**src/core/dss_pkg.sv**
```systemverilog
package dss_pkg;

	// ****************************************
	// sizes
	// ****************************************
	localparam int DSS_NCH          = 8;
	localparam int DSS_RES_W        = 12;
	localparam int DSS_CH_W         = 3;
	localparam int DSS_SLOT_W       = 3;
	// channel bit that routes a sequential sample to converter b
	localparam int DSS_CONV_SEL_BIT = 2;

	// ****************************************
	// modes and codes
	// ****************************************
	typedef enum logic [1:0] {
		DSS_MODE_ONCE = 2'h0,
		DSS_MODE_TRIG = 2'h1,
		DSS_MODE_LOOP = 2'h2
	} dss_mode_t;

	typedef enum logic [1:0] {
		DSS_ZC_OFF  = 2'h0,
		DSS_ZC_RISE = 2'h1,
		DSS_ZC_FALL = 2'h2,
		DSS_ZC_ANY  = 2'h3
	} dss_zc_t;

	// zero level of an offset-binary result
	localparam logic [DSS_RES_W-1:0] DSS_ZC_REF = 12'h800;

	// ****************************************
	// reset values
	// ****************************************
	localparam logic [DSS_RES_W-1:0] DSS_RES_RST  = 12'h000;
	localparam logic [DSS_SLOT_W-1:0] DSS_SLOT_RST = 3'h0;

endpackage

```
**src/core/dss_res_if.sv**
```systemverilog
`timescale 1ns/1ps
interface dss_res_if;
	import dss_pkg::*;
	logic                  wr;
	logic [DSS_SLOT_W-1:0] slot;
	logic [DSS_CH_W-1:0]   chan;
	logic [DSS_RES_W-1:0]  data;
	modport src (output wr, output slot, output chan, output data);
	modport snk (input wr, input slot, input chan, input data);
endinterface

```
**src/core/dss_buf.sv**
```systemverilog
`timescale 1ns/1ps
module dss_buf #(
	parameter int NCH = dss_pkg::DSS_NCH
) (
	// clock and reset
	input  wire logic                           ref_clk,
	input  wire logic                           sys_rst,
	// incoming results
	dss_res_if.snk                              res,
	input  wire logic                           clr,
	// checks
	input  wire logic [dss_pkg::DSS_RES_W-1:0]  lo_lim,
	input  wire logic [dss_pkg::DSS_RES_W-1:0]  hi_lim,
	input  wire dss_pkg::dss_zc_t               zc_mode,
	// readback
	input  wire logic [dss_pkg::DSS_SLOT_W-1:0] rd_slot,
	output logic [dss_pkg::DSS_RES_W-1:0]       rd_data,
	output logic [NCH-1:0]                      lim_flags,
	output logic                                zc_flag
);
	import dss_pkg::*;

	function automatic logic zc_test(input dss_zc_t m,
		input logic [DSS_RES_W-1:0] p, input logic [DSS_RES_W-1:0] c);
		logic rise;
		logic fall;
		rise = (p < DSS_ZC_REF) && (c >= DSS_ZC_REF);
		fall = (p >= DSS_ZC_REF) && (c < DSS_ZC_REF);
		return ((m == DSS_ZC_RISE) && rise) || ((m == DSS_ZC_FALL) && fall)
			|| ((m == DSS_ZC_ANY) && (rise || fall));
	endfunction

	logic [DSS_RES_W-1:0] mem_q [NCH];
	logic [NCH-1:0]       seen_q;

	wire logic [DSS_RES_W-1:0] prev   = mem_q[res.slot];
	wire logic                 out_rng = (res.data < lo_lim)
		|| (res.data > hi_lim);
	wire logic                 zc_hit = res.wr && seen_q[res.slot]
		&& zc_test(zc_mode, prev, res.data);

	// ****************************************
	// result store, per-channel limit flags and zero-crossing flag
	// ****************************************
	always_ff @(posedge ref_clk or posedge sys_rst) begin
		if (sys_rst) begin
			for (int i = 0; i < NCH; i++) begin
				mem_q[i] <= DSS_RES_RST;
			end
			seen_q    <= '0;
			lim_flags <= '0;
			zc_flag   <= 1'b0;
			rd_data   <= DSS_RES_RST;
		end else begin
			if (res.wr) begin
				mem_q[res.slot]  <= res.data;
				seen_q[res.slot] <= 1'b1;
			end
			// set after clear so a hit in the clear cycle survives
			if (clr) begin
				lim_flags <= '0;
				zc_flag   <= 1'b0;
			end
			if (res.wr && out_rng) begin
				lim_flags[res.chan] <= 1'b1;
			end
			if (zc_hit) begin
				zc_flag <= 1'b1;
			end
			rd_data <= mem_q[rd_slot];
		end
	end
endmodule

```
**src/core/dss_seq.sv**
```systemverilog
// Contract
// - eight inputs muxed to two sample paths, each with its 12-bit converter
// - each converter writes results into its own readable buffer
// - modes: one scan and stop, scan per trigger, or loop until stopped
// - sequential mode samples up to eight list entries in list order
// - sequential scans use either converter depending on the input sampled
// - simultaneous mode starts both paths together on two list entries; a lone last entry starts on converter a only
// - end of scan raises optional interrupt if any result beyond limits
// - optional interrupt on selectable zero-crossing conditions
`timescale 1ns/1ps
module dss_seq (
	// clock and reset
	input  wire logic                                    ref_clk,
	input  wire logic                                    sys_rst,
	// scan control
	input  wire logic                                    start,
	input  wire logic                                    stop,
	input  wire dss_pkg::dss_mode_t                      scan_mode,
	input  wire logic                                    simul,
	input  wire logic [dss_pkg::DSS_SLOT_W-1:0]          last_slot,
	input  wire logic [dss_pkg::DSS_NCH*dss_pkg::DSS_CH_W-1:0] chan_list,
	input  wire logic                                    trig_pin,
	// checks
	input  wire logic [dss_pkg::DSS_RES_W-1:0]           lo_lim,
	input  wire logic [dss_pkg::DSS_RES_W-1:0]           hi_lim,
	input  wire dss_pkg::dss_zc_t                        zc_mode,
	input  wire logic                                    lim_irq_en,
	input  wire logic                                    zc_irq_en,
	// converter a
	output logic                                         conv_a_start,
	output logic [dss_pkg::DSS_CH_W-1:0]                 conv_a_chan,
	input  wire logic                                    conv_a_done,
	input  wire logic [dss_pkg::DSS_RES_W-1:0]           conv_a_data,
	// converter b
	output logic                                         conv_b_start,
	output logic [dss_pkg::DSS_CH_W-1:0]                 conv_b_chan,
	input  wire logic                                    conv_b_done,
	input  wire logic [dss_pkg::DSS_RES_W-1:0]           conv_b_data,
	// readback and status
	input  wire logic [dss_pkg::DSS_SLOT_W-1:0]          rd_slot,
	output logic [dss_pkg::DSS_RES_W-1:0]                rd_a_data,
	output logic [dss_pkg::DSS_RES_W-1:0]                rd_b_data,
	output logic [dss_pkg::DSS_NCH-1:0]                  lim_flags,
	output logic                                         busy,
	output logic                                         scan_done,
	output logic                                         irq_lim,
	output logic                                         irq_zc
);
	import dss_pkg::*;

	typedef enum logic [4:0] {
		ST_IDLE   = 5'h01,
		ST_ARM    = 5'h02,
		ST_LAUNCH = 5'h04,
		ST_WAIT   = 5'h08,
		ST_DONE   = 5'h10
	} dss_state_t;

	function automatic logic [DSS_CH_W-1:0] list_chan(
		input logic [DSS_NCH*DSS_CH_W-1:0] l,
		input logic [DSS_SLOT_W-1:0] i);
		return l[i*DSS_CH_W +: DSS_CH_W];
	endfunction

	dss_state_t            st_q;
	dss_state_t            st_d;
	logic [DSS_SLOT_W-1:0] idx_q;
	logic [DSS_SLOT_W-1:0] a_slot_q;
	logic [DSS_SLOT_W-1:0] b_slot_q;
	logic                  a_pend_q;
	logic                  b_pend_q;
	logic                  stop_req_q;
	logic                  trig_s1_q;
	logic                  trig_s2_q;
	logic                  trig_s3_q;
	logic [DSS_NCH-1:0]    flags_a;
	logic [DSS_NCH-1:0]    flags_b;
	logic                  zc_a;
	logic                  zc_b;

	dss_res_if res_a ();
	dss_res_if res_b ();

	// ****************************************
	// step decode
	// ****************************************
	wire logic [DSS_SLOT_W-1:0] idx_p1   = DSS_SLOT_W'(idx_q + 1'b1);
	wire logic [DSS_CH_W-1:0]   chan_cur = list_chan(chan_list, idx_q);
	wire logic [DSS_CH_W-1:0]   chan_nxt = list_chan(chan_list, idx_p1);
	wire logic                  has_pair = idx_q < last_slot;
	wire logic                  seq_b    = chan_cur[DSS_CONV_SEL_BIT];
	wire logic                  launch_a = simul | ~seq_b;
	wire logic                  launch_b = simul ? has_pair : seq_b;
	wire logic                  a_left   = a_pend_q & ~conv_a_done;
	wire logic                  b_left   = b_pend_q & ~conv_b_done;
	wire logic                  step_done = (st_q == ST_WAIT)
		&& !a_left && !b_left;
	wire logic                  last_step = simul ? !has_pair
		|| (idx_p1 == last_slot) : (idx_q == last_slot);
	wire logic [DSS_SLOT_W-1:0] idx_next = simul
		? DSS_SLOT_W'(idx_q + 2'h2) : idx_p1;
	wire logic                  trig_rise = trig_s2_q & ~trig_s3_q;
	wire logic                  halt     = stop | stop_req_q;
	wire logic                  scan_clr = (st_q == ST_LAUNCH)
		&& (idx_q == DSS_SLOT_RST);

	// ****************************************
	// sequencer
	// ****************************************
	always_comb begin
		st_d = st_q;
		unique case (st_q)
			ST_IDLE: begin
				if (start) begin
					st_d = (scan_mode == DSS_MODE_TRIG) ? ST_ARM
						: ST_LAUNCH;
				end
			end
			ST_ARM: begin
				if (halt) begin
					st_d = ST_IDLE;
				end else if (trig_rise) begin
					st_d = ST_LAUNCH;
				end
			end
			ST_LAUNCH: begin
				st_d = ST_WAIT;
			end
			ST_WAIT: begin
				if (step_done) begin
					st_d = last_step ? ST_DONE : ST_LAUNCH;
				end
			end
			ST_DONE: begin
				if (halt) begin
					st_d = ST_IDLE;
				end else if (scan_mode == DSS_MODE_LOOP) begin
					st_d = ST_LAUNCH;
				end else if (scan_mode == DSS_MODE_TRIG) begin
					st_d = ST_ARM;
				end else begin
					st_d = ST_IDLE;
				end
			end
		endcase
	end

	always_ff @(posedge ref_clk or posedge sys_rst) begin
		if (sys_rst) begin
			st_q       <= ST_IDLE;
			stop_req_q <= 1'b0;
			trig_s1_q  <= 1'b0;
			trig_s2_q  <= 1'b0;
			trig_s3_q  <= 1'b0;
		end else begin
			st_q       <= st_d;
			stop_req_q <= halt && (st_q != ST_IDLE) && (st_d != ST_IDLE);
			trig_s1_q  <= trig_pin;
			trig_s2_q  <= trig_s1_q;
			trig_s3_q  <= trig_s2_q;
		end
	end

	always_ff @(posedge ref_clk or posedge sys_rst) begin
		if (sys_rst) begin
			idx_q <= DSS_SLOT_RST;
		end else if (step_done) begin
			idx_q <= idx_next;
		end else if (st_q != ST_LAUNCH && st_q != ST_WAIT) begin
			idx_q <= DSS_SLOT_RST;
		end
	end

	// ****************************************
	// converter launch
	// ****************************************
	always_ff @(posedge ref_clk or posedge sys_rst) begin
		if (sys_rst) begin
			conv_a_start <= 1'b0;
			conv_b_start <= 1'b0;
			conv_a_chan  <= '0;
			conv_b_chan  <= '0;
			a_slot_q     <= DSS_SLOT_RST;
			b_slot_q     <= DSS_SLOT_RST;
			a_pend_q     <= 1'b0;
			b_pend_q     <= 1'b0;
		end else if (st_q == ST_LAUNCH) begin
			conv_a_start <= launch_a;
			conv_b_start <= launch_b;
			conv_a_chan  <= chan_cur;
			conv_b_chan  <= simul ? chan_nxt : chan_cur;
			a_slot_q     <= idx_q;
			b_slot_q     <= simul ? idx_p1 : idx_q;
			a_pend_q     <= launch_a;
			b_pend_q     <= launch_b;
		end else begin
			conv_a_start <= 1'b0;
			conv_b_start <= 1'b0;
			a_pend_q     <= a_left;
			b_pend_q     <= b_left;
		end
	end

	// ****************************************
	// result buffers
	// ****************************************
	assign res_a.wr   = a_pend_q & conv_a_done;
	assign res_a.slot = a_slot_q;
	assign res_a.chan = conv_a_chan;
	assign res_a.data = conv_a_data;
	assign res_b.wr   = b_pend_q & conv_b_done;
	assign res_b.slot = b_slot_q;
	assign res_b.chan = conv_b_chan;
	assign res_b.data = conv_b_data;

	dss_buf u_buf_a (
		.ref_clk   (ref_clk),   .sys_rst   (sys_rst),
		.res       (res_a),     .clr       (scan_clr),
		.lo_lim    (lo_lim),    .hi_lim    (hi_lim),
		.zc_mode   (zc_mode),   .rd_slot   (rd_slot),
		.rd_data   (rd_a_data), .lim_flags (flags_a),
		.zc_flag   (zc_a)
	);

	dss_buf u_buf_b (
		.ref_clk   (ref_clk),   .sys_rst   (sys_rst),
		.res       (res_b),     .clr       (scan_clr),
		.lo_lim    (lo_lim),    .hi_lim    (hi_lim),
		.zc_mode   (zc_mode),   .rd_slot   (rd_slot),
		.rd_data   (rd_b_data), .lim_flags (flags_b),
		.zc_flag   (zc_b)
	);

	assign lim_flags = flags_a | flags_b;
	assign busy      = (st_q != ST_IDLE);

	// ****************************************
	// end of scan events
	// ****************************************
	always_ff @(posedge ref_clk or posedge sys_rst) begin
		if (sys_rst) begin
			scan_done <= 1'b0;
			irq_lim   <= 1'b0;
			irq_zc    <= 1'b0;
		end else begin
			scan_done <= (st_q == ST_DONE);
			irq_lim   <= (st_q == ST_DONE) && lim_irq_en
				&& (|lim_flags);
			irq_zc    <= (st_q == ST_DONE) && zc_irq_en
				&& (zc_a | zc_b);
		end
	end
endmodule

```
**config.mk**
```make
export PLATFORM = sky130hd
export DESIGN_NAME = dss_seq
export DESIGN_NICKNAME = d
export VERILOG_FILES = /design/src/core/dss_pkg.sv /design/src/core/dss_res_if.sv /design/src/core/dss_buf.sv /design/src/core/dss_seq.sv
export SDC_FILE = /design/constraint.sdc
export NUM_CORES = 1
export LEC_CHECK = 0
export BUFFER_PORTS_ARGS = -buffer_cell sky130_fd_sc_hd__buf_2
export CAP_MARGIN = 20
export CORE_MARGIN = 2
export CORE_UTILIZATION = 45
export DETAILED_ROUTE_END_ITERATION = 12
export SLEW_MARGIN = 20
export SYNTH_ARGS = -nofsm -noshare
export SYNTH_HDL_FRONTEND = slang
export SYNTH_SLANG_ARGS = --single-unit
```
**constraint.sdc**
```tcl
create_clock -name ref_clk -period 17.45 [get_ports ref_clk]
set_input_delay 5.235 -clock ref_clk [delete_from_list [all_inputs] [get_ports ref_clk]]
set_output_delay 5.235 -clock ref_clk [all_outputs]
set_load 0.01 [all_outputs]
```
# Word level (Yosys, flattened, before mapping)
# Index checks and enable logic that the tools add are counted.
dict set report classes {
  shifts 2
  n_eq_ne 16
  multipliers 2
  n_lt_le_gt_ge 26
  addsub 2
  muxes 58
  n_bitwise 20
  n_reduce_logical 49
}
# operator count
set op_table {}
lappend op_table {{$bwmux W96} 2}
lappend op_table {{$bmux W12 S3} 4}
lappend op_table {{$mux W12} 10}
lappend op_table {{$demux W12 S3} 2}
lappend op_table {{$ge A12 B12 Y1 const B} 4}
lappend op_table {{$lt A12 B12 Y1 const B} 4}
lappend op_table {{$shiftx A24 B6 Y3} 2}
lappend op_table {{$or A8 B8 Y8} 5}
lappend op_table {{$logic_and A1 B1 Y1} 32}
lappend op_table {{$mux W8} 4}
lappend op_table {{$mux W5} 5}
lappend op_table {{$pmux W5 S5} 1}
lappend op_table {{$gt A12 B12 Y1} 2}
lappend op_table {{$lt A12 B12 Y1} 2}
lappend op_table {{$mux W3} 8}
lappend op_table {{$lt A3 B4 Y1 const B} 4}
lappend op_table {{$mux W1} 15}
lappend op_table {{$demux W1 S3} 4}
lappend op_table {{$ge A3 B1 Y1 const B} 4}
lappend op_table {{$ge A4 B4 Y1 const B} 3}
lappend op_table {{$not A3 Y4} 3}
lappend op_table {{$mul A3 B2 Y5 const B} 2}
lappend op_table {{$ne A5 B1 Y1 const B} 2}
lappend op_table {{$logic_or A1 B1 Y1} 9}
lappend op_table {{23 further kinds} 42}
dict set report word_totals {
  word_cells 216
  input_bits 92
  ff_bits 281
  out_inout_bits 44
}

# Depth between registers and ports, before layout
dict set report depth {
  ltp_word 11
  depth_mapped 10
  ltp_nobuf 7
}

# By module
# A second synthesis with hierarchy kept.
dict set report hier_totals {
  cells_unflattened 1073
  hier_area_um2 14244.9
}
# mod area_each_um2 instances cells_per_inst seq_area_each_um2
set modules_own_cells {}
lappend modules_own_cells {{dss_buf at u_buf_a} 6117.1 1 440 3128.0}
lappend modules_own_cells {{dss_buf at u_buf_b} 6084.6 1 440 3128.0}
lappend modules_own_cells {dss_seq 2043.2 1 193 777.0}

# Least setup slack after synthesis
# Ideal clock, no wire load.
dict set report synth_timing {
  kind {input -> register}
  from {in hi_lim[7] (netlist bit)}
  to {reg u_buf_b.lim_flags[3]}
  path_buffers 0
  stages 7
  t_required_ns 17.324
  arrival_time_ns 6.863
  path_slack_ns 10.461
  setup_time_ns 0.126
  path_cell_list {inv_1 > ha_1 > and3_1 > a221o_1 > a221o_1 > and3_1 > a221o_1}
}
dict set report synth_between {
  elab_chain_len 4
}
# element line
set synth_lines {}
lappend synth_lines {{start, declared} dss_seq.sv:25} ;# input wire logic [dss_pkg::DSS_RES_W-1:0] hi_lim,
lappend synth_lines {{$gt A12 B12 Y1} dss_buf.sv:38} ;# || (res.data > hi_lim);
lappend synth_lines {{$logic_or A1 B1 Y1} dss_buf.sv:38}
lappend synth_lines {{$logic_and A1 B1 Y1} dss_buf.sv:64} ;# if (res.wr && out_rng) begin
lappend synth_lines {{$mux W8} dss_buf.sv:64}
lappend synth_lines {{end signal, assigned} dss_buf.sv:51} ;# lim_flags <= '0;
lappend synth_lines {{end signal, assigned} dss_buf.sv:61} ;# lim_flags <= '0;
lappend synth_lines {{end signal, assigned by index} dss_buf.sv:65} ;# lim_flags[res.chan] <= 1'b1;
lappend synth_lines {{end, declared} dss_buf.sv:18} ;# output logic [NCH-1:0] lim_flags,
# No other way between the ends.
# A chain may end at the register's enable or synchronous reset.

# Worst setup path after layout
dict set report layout_timing {
  from {reg st_q[3]}
  to {out busy}
}
dict set report layout_between {
  elab_chain_len 1
}
# element line
set layout_lines {}
lappend layout_lines {{start, declared} dss_seq.sv:65} ;# dss_state_t st_q;
lappend layout_lines {{start signal, assigned} dss_seq.sv:156} ;# st_q <= st_d;
lappend layout_lines {{$ne A5 B1 Y1} dss_seq.sv:235} ;# assign busy = (st_q != ST_IDLE);
lappend layout_lines {{end, declared} dss_seq.sv:44} ;# output logic busy,
# No other way between the ends.

==> reports/metrics.yaml <==
vias_per_cell: 5.700
timing.critical_path.fanout_max: 10
cts_repair_resize_count: 0
initial_utilization_pct: 45.75
cellPowerDensity_mw_per_mm2: 136.8
cts_buffers: 31
area_growth_pct: 15.12
finalSetupViolCount: 0
synth_cell_area_sq_mm: 0.01403
clockRootBuffer: "sky130_fd_sc_hd__clkbuf_16"
period_minus_ws_final_ns: 7.102
htree_num_levels: 1
status: "complete, no violations"
place_hpwl_mm: 22.04
placement.io_buffers: 135
critPathLaunch: "st_q[3]"
ys_seq_elements: 281
max_clock_freq_ghz: 0.1408
antenna_violations_before_repair: 3
seq_area_frac_synth_pct: 50.12
globalRouteOverflowTotal: 0
required_ns: 12.21
report.final.slew_viol_count: 0
max-vdd-ir-drop_mv: 0.05819
dieArea_sq_mm: 0.03261
postSynth.asyncResetShare_pct: 100.0
synth_area_leaders: "sky130_fd_sc_hd__dfrtp_1, sky130_fd_sc_hd__mux2_2, sky130_fd_sc_hd__mux4_2, sky130_fd_sc_hd__ha_1, sky130_fd_sc_hd__a221o_1"
synth_top_cell_by_area: "sky130_fd_sc_hd__dfrtp_1"
design.core.area_sq_mm: 0.03067
worst_r2r_path_cells: 6
final_core_density_pct: 52.67
antenna_left: 0
rows: 64
die_height_um: 180.6
totalNegativeSetupSlack_ns: 0
yosysUniqueCellTypes: 65
min-delay-path-class: "reg -> reg"
grt_setup_unrepaired: "no"
gp_routability_congestion: 0.7897
timing.clock.skew_ns: 0.03010
maximum_clock_path_buffer_count: 3
syn_nets: 1154
synth_cells: 1008
static-leakage-power_nw: 7.810
num_vias: 8829
worst_setup_path_start_kind: "register"
number_of_non_filler_instances_in_the_completed_layout: 1549
critical_path_class: "reg -> out"
setup.worst_path.end_class: "output pin"
drt-pass1-iter-count: 4
drt_iter0_drc: 587
final_nets: 1275
worst_slew_margin_relative_to_its_limit_pct: 29.48
largest_net_degree_at_the_start_of_global_routing: 143
edff_count_synth: 0
grt_pass1_vias: 9107
cts_sinks: 281
worst_skew_pair.late_latency_ns: 0.58
crit-reg2reg-capture: "conv_b_chan[2]"
post-route-period-util_pct: 40.70
routedWlPerCell_um: 21.43
drc: 0
post_synth.cell_area_avg_sq_um: 13.92
max_cap_violations: 0
synthesis.yosys.warnings: 0
max_slew.worst_pin.slew_ns: 1.054
setup.worst_path.end: "busy"
timing.final.hold_violations: 0
cts.clk_slew.worst_paths_ns: 0.06
total_placed_cells_including_tap_cells: 1491
critical_path.reg2reg.startpoint: "idx_q[0]"
finalWirelength_mm: 33.20
tritoncts: "built"
grt_usage_pct: 20.64
ctsHoldBuffers: 0
worst-r2r-setup-slack_ns: 14.54
global_route_wire_length_before_repair_mm: 53.05
top_level_ports: 136
cts_post_setup_buffers_inserted: 0
yosys.area.top_type_share_pct: 49.94
synth-main-ff-cell: "sky130_fd_sc_hd__dfrtp_1"
die-width_um: 180.6
layout-drive-gt1-share_pct: 44.97
arrival_ns: 1.87
-- critical path, cell delays in order (launching register included) --
cell and delay (ns):
sky130_fd_sc_hd__dfrtp_1 0.54, sky130_fd_sc_hd__nor2_4 0.18, sky130_fd_sc_hd__nor4bb_1 0.37, sky130_fd_sc_hd__inv_1 0.07, sky130_fd_sc_hd__buf_2 0.14
-- per-stage QoR --
stage | setup WS, ns | total power [W] | cell area, sq um | hold WS (ns)
2_1_floorplan | 4.466 | 0.001388 | 14030 | 0.3312
3_3_place_gp | 10.15 | 0.001546 | 15080 | 0.3338
3_5_place_dp | 10.12 | 0.001566 | 15080 | 0.3347
5_1_grt | 10.24 | 0.002340 | 16150 | 0.3606
4_1_cts | 10.31 | 0.002231 | 16120 | 0.3486
6_report | 10.35 | 0.002209 | 16150 | 0.3470
-- power by group --
part           internal (W)  switching, W
Sequential         0.000837      0.000136
Combinational      0.000324      0.000254
Clock              0.000396      0.000261
Total               0.00156      0.000651
-- cells in the mapped netlist, types with 3 or more instances --
library cell               number
sky130_fd_sc_hd__a211o_1        3
sky130_fd_sc_hd__a211oi_1       5
sky130_fd_sc_hd__a21o_1         3
sky130_fd_sc_hd__a21oi_1       16
sky130_fd_sc_hd__a221o_1       20
sky130_fd_sc_hd__and2_1         3
sky130_fd_sc_hd__and3_1        18
sky130_fd_sc_hd__and4_1         5
sky130_fd_sc_hd__buf_1         10
sky130_fd_sc_hd__buf_2         30
sky130_fd_sc_hd__buf_4          3
sky130_fd_sc_hd__clkbuf_1      17
sky130_fd_sc_hd__dfrtp_1      280
sky130_fd_sc_hd__ha_1          54
sky130_fd_sc_hd__inv_1         39
sky130_fd_sc_hd__mux2_1         3
sky130_fd_sc_hd__mux2_2       218
sky130_fd_sc_hd__mux2i_1        8
sky130_fd_sc_hd__mux4_2        68
sky130_fd_sc_hd__nand2_1       29
sky130_fd_sc_hd__nand2b_1      12
sky130_fd_sc_hd__nand3_1        8
sky130_fd_sc_hd__nand4_1        5
sky130_fd_sc_hd__nor2_1        18
sky130_fd_sc_hd__nor2b_1        6
sky130_fd_sc_hd__nor3_1        14
sky130_fd_sc_hd__nor3b_1        6
sky130_fd_sc_hd__nor4_1         3
sky130_fd_sc_hd__nor4b_1        4
sky130_fd_sc_hd__o211ai_1       7
sky130_fd_sc_hd__o21a_1         3
sky130_fd_sc_hd__o21ai_0       23
sky130_fd_sc_hd__or2_1          3
sky130_fd_sc_hd__or2_2         18
sky130_fd_sc_hd__or3_1          3
sky130_fd_sc_hd__or4_1          4
sky130_fd_sc_hd__xor2_1         3
-- registers in the layout, indices dropped and copies added, names as in the netlist, 3 cells and up --
signal and flops:
st_q 5, u_buf_a.seen_q 8, u_buf_a.mem_q 96, u_buf_a.lim_flags 8, u_buf_b.seen_q 8, idx_q 3
conv_b_chan 3, b_slot_q 3, u_buf_a.rd_data 12, u_buf_b.lim_flags 8, u_buf_b.mem_q 96, u_buf_b.rd_data 12
a_slot_q 3, conv_a_chan 3
-- worst min-delay path by stage --
stage / startpoint / endpoint / slack (ns) / cells past startpoint
floorplan: trig_s1_q / trig_s2_q / 0.33 / 0
finish: trig_s1_q / trig_s2_q / 0.35 / 0
detailed placement: trig_s1_q / trig_s2_q / 0.33 / 0
CTS: trig_s1_q / trig_s2_q / 0.35 / 0
global route: trig_s1_q / trig_s2_q / 0.36 / 0
global placement: trig_s1_q / trig_s2_q / 0.33 / 0
-- metal layers --
| metal | track usage, % | wire length, um |
|---|---|---|
| met5 | 0 | 23 |
| met4 | 4.387 | 420 |
| met3 | 3.274 | 1609 |
| met2 | 32.21 | 15130 |
| met1 | 30.69 | 16010 |
-- cell usage in the layout, fill, tap and decap left out, drive strengths merged, types with 5 or more instances in the layout --
cell	instances
nor3	14
mux2	221
inv	40
a21oi	16
nand4	5
a221o	20
clkinv	6
or2	21
mux4	68
mux2i	8
nor2	20
nor2b	6
buf	149
a211oi	5
nand2b	12
dfrtp	280
nor3b	6
nand2	29
o21ai	23
o211ai	7
and4	5
ha	54
clkbuf	47
nand3	9
and3	18
-- kinds of logic (layout without fill, tap and decap cells) --
group / Yosys count / in the layout / synth area share (%)
fa+ha+maj: 54 / 54 / 4.815
simple gates: 168 / 168 / 6.982
compound gates: 103 / 103 / 5.333
xor+xnor: 5 / 5 / 0.4459
other cells: 0 / 1 / 0
buf+inv: 100 / 244 / 3.076
flops: 281 / 281 / 50.12
mux: 297 / 297 / 29.22
-- cell type report --
| cell class | instances | area (sq um) |
|---|---|---|
| fillers | 2635 | 14520 |
| clock buffers | 47 | 935.9 |
| clock inverters | 9 | 102.6 |
| well taps | 396 | 495.5 |
| repair buffers | 149 | 815.8 |
| diodes | 1 | 2.502 |
| multi-input cells | 627 | 6614 |
| inverters | 39 | 153.9 |
| flip-flops and latches | 281 | 7033 |
No activity file was read; power rests on OpenSTA's default activity.
